===== config.mk =====
export PLATFORM = sky130hd
export DESIGN_NAME = vtp_ctrl
export DESIGN_NICKNAME = d
export VERILOG_FILES = /design/src/vtp_pkg.sv /design/src/vtp_addr_map.sv /design/src/vtp_ctrl.sv
export SDC_FILE = /design/constraint.sdc
export NUM_CORES = 1
export LEC_CHECK = 0
export ABC_AREA = 1
export BUFFER_PORTS_ARGS = -buffer_cell sky130_fd_sc_hd__buf_2
export CELL_PAD_IN_SITES_DETAIL_PLACEMENT = 1
export CELL_PAD_IN_SITES_GLOBAL_PLACEMENT = 1
export CORE_UTILIZATION = 33
export CTS_CLUSTER_DIAMETER = 50
export DETAILED_ROUTE_END_ITERATION = 8
export GPL_TIMING_DRIVEN = 0
export PLACE_DENSITY = 0.8
export SETUP_SLACK_MARGIN = 0.15
export SYNTH_ARGS = -nofsm -noshare
export SYNTH_HDL_FRONTEND = slang
export SYNTH_SLANG_ARGS = --single-unit

===== constraint.sdc =====
create_clock -name sys_clk -period 3.3 [get_ports sys_clk]
set_input_delay 0.66 -clock sys_clk [delete_from_list [all_inputs] [get_ports sys_clk]]
set_output_delay 0.66 -clock sys_clk [all_outputs]
set_load 0.01 [all_outputs]

===== src/vtp_pkg.sv =====
// What this block does
// - Select bit zero: vectors at flash start
// - Boot base comes from boot-size fuses
// - Block interrupts from unlock until next instruction after select write
// - No select write: block lasts four cycles
// - Global interrupt enable never altered
// - Unlock clears after four cycles or select
// - Boot vectors, app lock: mute in application
// - App vectors, boot lock: mute in boot
// - Boot fuse set: reset at boot base
// - Fuse clear, relocated: reset stays zero
// - Relocated vectors at two-word spacing above base
// - Boot fuse one unprogrammed, zero programmed
//
// Purpose: constants for the vector table placement control
// Assumes: word addressed program flash, 8-bit control register
// Notes: fuse and lock inputs use zero for programmed
`default_nettype none
package vtp_pkg;
  localparam int ADDR_W = 16;
  localparam int REG_ADDR_W = 8;
  localparam logic [7:0] MCU_CTRL_OFS = 8'h35;
  localparam logic [7:0] MCU_CTRL_RST = 8'h00;
  localparam int DPD_BIT = 7;
  localparam int PUD_BIT = 4;
  localparam int SEL_BIT = 1;
  localparam int UNLK_BIT = 0;
  localparam logic [2:0] UNLOCK_CYC = 3'h4;
  localparam logic [2:0] CNT_LAST = 3'h1;
  localparam logic [ADDR_W-1:0] VEC_OFS = 16'h0002;
  localparam logic [ADDR_W-1:0] VEC_STRIDE = 16'h0002;
  localparam logic [ADDR_W-1:0] RESET_APP = 16'h0000;
  localparam logic [ADDR_W-1:0] BOOT_MIN_WORDS = 16'h0100;
  localparam logic [ADDR_W-1:0] FLASH_WORDS_SMALL = 16'h4000;
  localparam logic FUSE_PROG = 1'b0;
  typedef enum logic [1:0] {
    VTP_IDLE = 2'b00,
    VTP_UNLOCKED = 2'b01,
    VTP_POST_WRITE = 2'b10
  } vtp_state_t;
endpackage
`default_nettype wire


===== src/vtp_addr_map.sv =====
// Purpose: boot base, interrupt table start and reset address
// Assumes: fuses are static while the core runs
// Notes: purely combinational
`timescale 1ns/100ps
`default_nettype none
module vtp_addr_map
  import vtp_pkg::*;
#(
  parameter logic [ADDR_W-1:0] FLASH_WORDS = FLASH_WORDS_SMALL
)
(
  input wire logic [1:0] boot_size_fuses,
  input wire logic boot_reset_fuse,
  input wire logic vector_table_select,
  output logic [ADDR_W-1:0] boot_base,
  output logic [ADDR_W-1:0] int_start,
  output logic [ADDR_W-1:0] reset_addr
);
  // Smaller fuse code means larger boot section
  wire [1:0] size_shift = ~boot_size_fuses;
  wire [ADDR_W-1:0] boot_words = BOOT_MIN_WORDS << size_shift;
  assign boot_base = FLASH_WORDS - boot_words;
  // Table start moves with the select bit
  assign int_start = (vector_table_select ? boot_base : RESET_APP) + VEC_OFS;
  // Reset target independent of the select bit
  assign reset_addr = (boot_reset_fuse == FUSE_PROG) ? boot_base : RESET_APP;
endmodule // vtp_addr_map
`default_nettype wire


===== src/vtp_ctrl.sv =====
// Purpose: timed vector table relocation and interrupt gating
// Assumes: core reports execution region and instruction ends
// Notes: lowest numbered pending request wins
//
// Our own choice: the strobed register port.
`timescale 1ns/100ps
`default_nettype none
module vtp_ctrl
  import vtp_pkg::*;
#(
  parameter int NUM_IRQ = 23,
  parameter logic [ADDR_W-1:0] FLASH_WORDS = vtp_pkg::FLASH_WORDS_SMALL,
  parameter int IDX_W = $clog2(NUM_IRQ)
)
(
  input wire logic sys_clk,
  input wire logic reset_n,
  input wire logic [vtp_pkg::REG_ADDR_W-1:0] reg_addr,
  input wire logic [7:0] reg_wdata,
  input wire logic reg_wr,
  input wire logic reg_rd,
  output logic [7:0] reg_rdata,
  input wire logic [1:0] boot_size_fuses,
  input wire logic boot_reset_fuse,
  input wire logic app_side_boot_lock,
  input wire logic boot_side_lock,
  input wire logic exec_in_boot,
  input wire logic instr_done,
  input wire logic global_irq_enable,
  input wire logic [NUM_IRQ-1:0] irq_req,
  input wire logic [NUM_IRQ-1:0] irq_en,
  output logic irq_take,
  output logic [IDX_W-1:0] irq_id,
  output logic [vtp_pkg::ADDR_W-1:0] irq_vector_addr,
  output logic [vtp_pkg::ADDR_W-1:0] reset_vector_addr,
  output logic irq_blocked,
  output logic vector_table_select,
  output logic vector_change_unlock,
  output logic debug_port_disable,
  output logic pullup_disable
);
  import vtp_pkg::*;

  // Index of the lowest set bit, used for arbitration
  function automatic logic [IDX_W-1:0] first_set(input logic [NUM_IRQ-1:0] v);
    logic [IDX_W-1:0] idx;
    idx = '0;
    for (int i = NUM_IRQ - 1; i >= 0; i--)
    begin
      if (v[i])
      begin
        idx = IDX_W'(i);
      end
    end
    return idx;
  endfunction

  vtp_state_t state_ff;
  vtp_state_t nxt_state;
  logic [2:0] cnt_ff;
  logic [2:0] nxt_cnt;
  logic unlk_ff;
  logic sel_ff;
  logic dpd_ff;
  logic pud_ff;
  logic [7:0] rdata_ff;
  logic [NUM_IRQ-1:0] pend_ff;
  logic take_ff;
  logic [IDX_W-1:0] id_ff;
  logic [ADDR_W-1:0] vec_ff;
  logic [ADDR_W-1:0] rst_vec_ff;
  logic blocked_ff;
  logic [ADDR_W-1:0] boot_base;
  logic [ADDR_W-1:0] int_start;
  logic [ADDR_W-1:0] reset_addr;

  // Register bus decode
  wire reg_hit = (reg_addr == MCU_CTRL_OFS);
  wire wr_hit = reg_wr & reg_hit;
  wire rd_hit = reg_rd & reg_hit;
  // Flop copy of the window state, so the unlock output is registered
  wire unlocked = unlk_ff;
  // A write with the unlock bit one arms the change window
  wire wr_unlock = wr_hit & reg_wdata[UNLK_BIT];
  // Select only lands inside the window, with unlock written zero
  wire wr_select = wr_hit & ~reg_wdata[UNLK_BIT] & unlocked;
  wire cnt_done = (cnt_ff == CNT_LAST);
  wire [7:0] reg_view = {dpd_ff, 2'b00, pud_ff, 2'b00, sel_ff, unlocked};

  // Address map from fuses and current select bit
  vtp_addr_map #(
    .FLASH_WORDS(FLASH_WORDS)
  ) i_vtp_addr_map (
    .boot_size_fuses(boot_size_fuses),
    .boot_reset_fuse(boot_reset_fuse),
    .vector_table_select(sel_ff),
    .boot_base(boot_base),
    .int_start(int_start),
    .reset_addr(reset_addr)
  );

  // Unlock window and post-write sequencing
  always_comb
  begin
    nxt_state = state_ff;
    nxt_cnt = cnt_ff;
    unique case (state_ff)
      VTP_IDLE:
      begin
        if (wr_unlock)
        begin
          nxt_state = VTP_UNLOCKED;
          nxt_cnt = UNLOCK_CYC;
        end
      end
      VTP_UNLOCKED:
      begin
        if (wr_select)
        begin
          nxt_state = VTP_POST_WRITE;
        end
        else if (wr_unlock)
        begin
          nxt_cnt = UNLOCK_CYC;
        end
        else if (cnt_done)
        begin
          nxt_state = VTP_IDLE;
        end
        else
        begin
          nxt_cnt = cnt_ff - CNT_LAST;
        end
      end
      VTP_POST_WRITE:
      begin
        // Block held until the next instruction retires
        if (wr_unlock)
        begin
          nxt_state = VTP_UNLOCKED;
          nxt_cnt = UNLOCK_CYC;
        end
        else if (instr_done)
        begin
          nxt_state = VTP_IDLE;
        end
      end
      default:
      begin
        nxt_state = VTP_IDLE;
      end
    endcase
  end

  // Region lock gating, active while fetching from the wrong side
  wire app_mute = sel_ff & (app_side_boot_lock == FUSE_PROG) & ~exec_in_boot;
  wire boot_mute = ~sel_ff & (boot_side_lock == FUSE_PROG) & exec_in_boot;
  // Sequence block is separate from the global enable, never written
  wire seq_block = (state_ff != VTP_IDLE);
  wire blocked_now = seq_block | app_mute | boot_mute;
  wire [NUM_IRQ-1:0] avail = pend_ff & irq_en & {NUM_IRQ{global_irq_enable}};
  wire grant = (|avail) & ~blocked_now;
  wire [IDX_W-1:0] win_idx = first_set(avail);
  wire [ADDR_W-1:0] win_vec = int_start + ADDR_W'(ADDR_W'(win_idx) * VEC_STRIDE);
  wire [NUM_IRQ-1:0] grant_hot = grant ? (NUM_IRQ'(1) << win_idx) : '0;

  // Pending latches: a new request beats the grant clear
  genvar g;
  generate
    for (g = 0; g < NUM_IRQ; g++)
    begin : g_pend
      always_ff @(posedge sys_clk)
      begin
        if (!reset_n)
          pend_ff[g] <= 1'b0;
        else
          pend_ff[g] <= irq_req[g] | (pend_ff[g] & ~grant_hot[g]);
      end
    end
  endgenerate

  // Sequencer state
  always_ff @(posedge sys_clk)
  begin
    if (!reset_n)
    begin
      state_ff <= VTP_IDLE;
      cnt_ff <= 3'h0;
      unlk_ff <= 1'b0;
    end
    else
    begin
      state_ff <= nxt_state;
      cnt_ff <= nxt_cnt;
      unlk_ff <= (nxt_state == VTP_UNLOCKED);
    end
  end

  // Control register bits
  always_ff @(posedge sys_clk)
  begin
    if (!reset_n)
    begin
      sel_ff <= MCU_CTRL_RST[SEL_BIT];
      dpd_ff <= MCU_CTRL_RST[DPD_BIT];
      pud_ff <= MCU_CTRL_RST[PUD_BIT];
    end
    else
    begin
      if (wr_select)
        sel_ff <= reg_wdata[SEL_BIT];
      if (wr_hit)
      begin
        dpd_ff <= reg_wdata[DPD_BIT];
        pud_ff <= reg_wdata[PUD_BIT];
      end
    end
  end

  // Read data lives for exactly one cycle
  always_ff @(posedge sys_clk)
  begin
    if (!reset_n)
      rdata_ff <= 8'h00;
    else
      rdata_ff <= rd_hit ? reg_view : 8'h00;
  end

  // Grant outputs; vector address registered with the grant
  always_ff @(posedge sys_clk)
  begin
    if (!reset_n)
    begin
      take_ff <= 1'b0;
      id_ff <= '0;
      vec_ff <= '0;
      rst_vec_ff <= RESET_APP;
      blocked_ff <= 1'b0;
    end
    else
    begin
      take_ff <= grant;
      id_ff <= grant ? win_idx : id_ff;
      vec_ff <= grant ? win_vec : vec_ff;
      rst_vec_ff <= reset_addr;
      blocked_ff <= blocked_now;
    end
  end

  assign reg_rdata = rdata_ff;
  assign irq_take = take_ff;
  assign irq_id = id_ff;
  assign irq_vector_addr = vec_ff;
  assign reset_vector_addr = rst_vec_ff;
  assign irq_blocked = blocked_ff;
  assign vector_table_select = sel_ff;
  assign vector_change_unlock = unlocked;
  assign debug_port_disable = dpd_ff;
  assign pullup_disable = pud_ff;
endmodule // vtp_ctrl
`default_nettype wire


Word-level counts from Yosys, hierarchy flattened
Cells that the tools add are included.
Widths: inputs -> output; s select.
- flip-flop bits (word level): 79
- output and inout port bits: 51
- logic and storage cells: 186
- equality and inequality tests: 8
- shift operators: 2
- $add $sub $neg: 4
- mux-type cells: 37
- reduce and logical (&&, ||, !) cells: 8
- bitwise gates (word level): 91
- operators with widths (operator ; number):
    $mux 5 ; 23
    $and 23x23->23 ; 2
    $and 1x1->1 ; 33
    $not 1->1 ; 30
    $or 1x1->1 ; 25
    $mux 23 ; 1
    $reduce_or 23->1 ; 1
    $shl 1x5->23 const A ; 1
    $add 16x2->16 const B ; 1
    $add 16x6->16 ; 1
    $mux 16 ; 1
    $shl 9x2->16 const A ; 1
    $sub 15x16->16 const A ; 1
    $mux 2 ; 6
    $mux 3 ; 4
    $eq 8x6->1 const B ; 1
    $pmux 2 s3 ; 1
    $pmux 3 s2 ; 1
    $eq 2x1->1 const B ; 2
    $reduce_and 4->1 ; 1
    $reduce_bool 2->1 ; 2
    $reduce_or 2->1 ; 2
    $eq 3x1->1 const B ; 1
    $ne 3x3->1 const B ; 1
    7 further kinds ; 7

Longest topological paths before layout
- depth after elaboration: 30
- gate-level depth with buffers: 29
- mapped depth without buffers: 29

Modules after synthesis
Synthesis repeated with hierarchy kept, for this count alone.
- cells, all modules: 520
- area, all modules: 3808.7 um^2
- modules (own cells, without submodules) (module ; cells each ; area each (um^2) ; times used ; seq. area each (um^2)):
    vtp_ctrl ; 463 ; 3474.6 ; 1 ; 1501.4
    vtp_addr_map ; 57 ; 334.1 ; 1 ; 0.0

Worst setup path after synthesis
Ideal clock, no wire load.
- path type: in2reg
- start: input port irq_en[21]
- end: register pend_ff[15]
- data arrival time: 2.435 ns
- required time: 3.172 ns
- stages on the path: 29
- library setup time: 0.128 ns
- slack: 0.738 ns
- path buffers: 0
- path through: nand2_1 > nor2_2 > nand2_1 > nand2_1 > nand2_1 > nand2_1 > nand2_1 > nand2_1 > nand2_1 > nand2_1 > nand2_1 > nand2_1 > nand2_1 > nand2_1 > nand2_1 > nand2_1 > nand2_1 > nand2_1 > nand2_1 > nand2_1 > nand2_1 > nand2_2 > nand2_4 > nor2_4 > ha_1 > ha_1 > nand3_1 > a21oi_1 > nor2_1
- cells in the longest elaborated chain, start to end: 29
- elaborated cells on any way between the ends: 31
- those cells by class: 1 x shift; 23 x mux; 6 x bitwise; 1 x reduce/logical
- ends and longest elaborated chain (element ; RTL line ; source):
    start, declared ; vtp_ctrl.sv:31 ; input wire logic [NUM_IRQ-1:0] irq_en,
    $and 23x23->23 * (2 in series) ; vtp_ctrl.sv:161 ; wire [NUM_IRQ-1:0] avail = pend_ff & irq_en & {NUM_IRQ{global_irq_enable}};
    $mux 5 (22 in series) ; vtp_ctrl.sv:50 ; if (v[i])
    $shl 1x5->23 ; vtp_ctrl.sv:165 ; wire [NUM_IRQ-1:0] grant_hot = grant ? (NUM_IRQ'(1) << win_idx) : '0;
    $mux 23 * ; vtp_ctrl.sv:165 ;
    $not 1->1 * ; vtp_ctrl.sv:177 ; pend_ff[g] <= irq_req[g] | (pend_ff[g] & ~grant_hot[g]);
    $and 1x1->1 * ; vtp_ctrl.sv:177 ;
    $or 1x1->1 * ; vtp_ctrl.sv:177 ;
    end signal, assigned by index ; vtp_ctrl.sv:177 ;
    end, declared ; vtp_ctrl.sv:67 ; logic [NUM_IRQ-1:0] pend_ff;
Every way passes the cells marked *; elsewhere a longest branch is shown, timed or not.
A chain may end at the register's enable or synchronous reset.

Worst setup path in the final report
- start: input port global_irq_enable
- end: register pend_ff[15]
- cells in the longest elaborated chain, start to end: 29
- elaborated cells on any way between the ends: 31
- those cells by class: 1 x shift; 24 x mux; 5 x bitwise; 1 x reduce/logical
- ends and longest elaborated chain (element ; RTL line ; source):
    start, declared ; vtp_ctrl.sv:29 ; input wire logic global_irq_enable,
    $and 23x23->23 * ; vtp_ctrl.sv:161 ;
    $mux 5 (23 in series) ; vtp_ctrl.sv:50 ;
    $shl 1x5->23 ; vtp_ctrl.sv:165 ;
    $mux 23 * ; vtp_ctrl.sv:165 ;
    $not 1->1 * ; vtp_ctrl.sv:177 ;
    $and 1x1->1 * ; vtp_ctrl.sv:177 ;
    $or 1x1->1 * ; vtp_ctrl.sv:177 ;
Marked as above.

==> impl_metrics.yaml <==
run_status:
  status: "finished clean"
timing:
  setup_viol: 0
  layout_setup_ws_ps: 510
  slew_violations: 0
  tightest_slew_ps: 869
  relSlewSlack_pct: 41.6
  final.setup.tns_ps: 0
  period_share_pct: 84.6
  rsz0062_at_grt: "false"
  finalClockSkew_ps: 7.28
  fmax_ghz: 0.358
  timing.final.hold_violations: 0
  min_period_ps: 2790
clocking:
  cts_tree: "done"
  clockBufferDepth: 2
  clk_pin_slew_ps: 70
  cts_made_buffers: 9
  numClockSinks: 63
  cts_resized: 0
  cts_setup_buffers: 0
  cts.htree.levels: 3
  cts_hold_buf: 0
  root_buffer: "clkbuf_8"
  insertion_delay_ps: 350
worst_setup_path:
  cp_slowest_stage_delay_ps: 210
  crit_top_cell: "nand2_1"
  setup.worst_path.end_class: "flop"
  cp_max_fo: 9
  slowest_stage: "a21oi_1"
  cp_data_required_time_ps: 3510
  startpoint_type: "input port"
  path_class: "input port to flop"
  worstPathArrival_ps: 3000
floorplan:
  fp.coreArea_um2: 8380
  start_util_pct: 34.8
  die_x_um: 96.0
  die-area_um2: 9210
  die_h_um: 96.0
  io_pins: 125
  rows: 33
logic_synthesis:
  ys.flop_type: "dfxtp_1"
  seq_area_frac_synth_pct: 43.3
  synth-edff-count: 0
  synth_top_cell_area_share_pct: 43.3
  ys_ff_latch: 63
  ys_warn_count: 0
  syn_area_um2: 2910
  synth_cell_types: 34
  avgSynthCellArea_um2: 7.47
  synthTopCellsByArea: "dfxtp_1 43%, a21oi_1 7.9%, nand2_1 7.6%, nand3_1 6.9%, inv_1 5.2%"
  async_flop_share_pct: 0
  synthCells: 390
  synth_top_cell_by_area: "dfxtp_1"
power:
  clkPwrFrac_pct: 37.1
  ir_worst_vdd_v: 0.000248
  power.internal_mw: 1.33
  switching_power_uw: 563
  p_per_area_nw_per_um2: 494
  p_total_mw: 1.89
  seq_power_share_pct: 43.8
  p_leak_nw: 1.95
  switching_share_pct: 29.7
  power.share.combinational_pct: 19.2
finish:
  final_area_um2: 3830
  area_growth_pct: 31.5
  final_cell_mix: "106 x buf_2, 63 x dfxtp_1, 59 x nand2_1"
  regArea_um2: 1260
  final_nets: 603
  post-route-util_pct: 45.7
  multiInputGateArea_um2: 1350
  diodes: 0
  final_common_cell: "buf_2"
  n_fill_cell: 1103
  drive_gt1_share_pct: 31.0
drt:
  first_pass_iters: 6
  vias: 2969
  detail-route-antenna-nets: 0
  wl_per_cell_um: 13.8
  drc: 0
  vias_per_cell: 4.71
  drt-initial-drc-count: 70
  wl_mm: 8.67
place:
  dp_slack_ps: 184
  portBuffers: 104
  place.gp.congestion: 0.830
  postPlaceCellArea_um2: 3620
  hpwl_mm: 6.88
global_route:
  grt_pass1_vias: 2888
  busiest_layer: "met2"
  grt_remaining_overflow: 0
  grt_first_pass_wirelength_mm: 13.7
  grtUsageMet3_pct: 5.29
  grt_usage_pct: 19.9
  antenna_found_initial: 0
  grt_max_degree: 12
  grtUsageMet2_pct: 34.3
  met1_usage_pct: 24.1
worst_hold_path:
  min_path_type: "flop to flop"
flow_run:
  cap_violations: 0
## sequential cells by signal (all words and copies together), names as in the netlist, 2 cells and up
register           count
cnt_ff                 3
irq_id                 5
irq_vector_addr       13
pend_ff               23
reg_rdata              4
reset_vector_addr      7
state_ff               2
## metal layers
layer | wire [um] | up-vias | part of all wire, %
met5 | 0 | - | 0
met4 | 108 | 0 | 1.2
met3 | 485 | 12 | 5.6
met2 | 4160 | 88 | 48
met1 | 3910 | 1360 | 45
li1 | - | 1509 | -
## Yosys cell counts (2+ instances only)
cell type,n
a21oi_2,2
o211ai_1,2
nor3_1,3
inv_2,11
o21ai_1,13
buf_2,2
a21oi_1,46
nor2_2,4
nand4_2,2
dfxtp_1,63
o21bai_1,5
clkbuf_1,5
nor2_1,37
buf_4,18
nand4_1,2
o21ai_0,11
nand2_1,59
a31oi_1,3
inv_1,40
nand3_1,40
ha_1,9
## power by group through the flow
stage	logic (mW)	clock network (mW)	registers (mW)
after floorplan	0.218	0	0.850
after global placement	0.353	0	0.844
after detailed placement	0.363	0	0.846
after CTS	0.366	0.717	0.829
after global routing	0.408	0.752	0.833
final	0.363	0.702	0.829
## layout make-up
type	count	share of cell area (%)
multi-input cells	266	35.3
flip-flops and latches	63	32.9
repair buffers	104	13.6
inverters	51	5.00
plain buffers	25	4.28
clock buffers	12	4.05
well taps	105	3.43
clock inverters	4	1.40
## metrics by stage
step	std cells	hold WS, ps
6_report	630	433
5_1_grt	630	454
4_1_cts	630	438
3_5_place_dp	614	427
3_3_place_gp	614	421
2_1_floorplan	405	455
## final timing paths
path,startpoint,end,slack [ps],cells past startpoint
worst max-delay path,global_irq_enable,pend_ff[15],510,30
worst min-delay path,irq_vector_addr[6],irq_vector_addr[6],430,2
worst max register to register,pend_ff[21],pend_ff[15],590,29
worst min register to register,irq_vector_addr[6],irq_vector_addr[6],430,2
## kinds of logic after synthesis
logic type               synth area share, %
AO/OA/AOI/OAI                           15.8
buffers and inverters                   12.2
flip-flops                              43.3
other                                  0.129
AND/OR/NAND/NOR                         24.4
adder cells (fa/ha/maj)                 3.86
XOR/XNOR                               0.301
## critical path: cells and delay by family
family                   cells  cell delay [ps]
buffers and inverters        2              180
adder cells (fa/ha/maj)      2              330
AO/OA/AOI/OAI                1              210
AND/OR/NAND/NOR             25             1610
No activity file was read; power rests on OpenSTA's default activity.
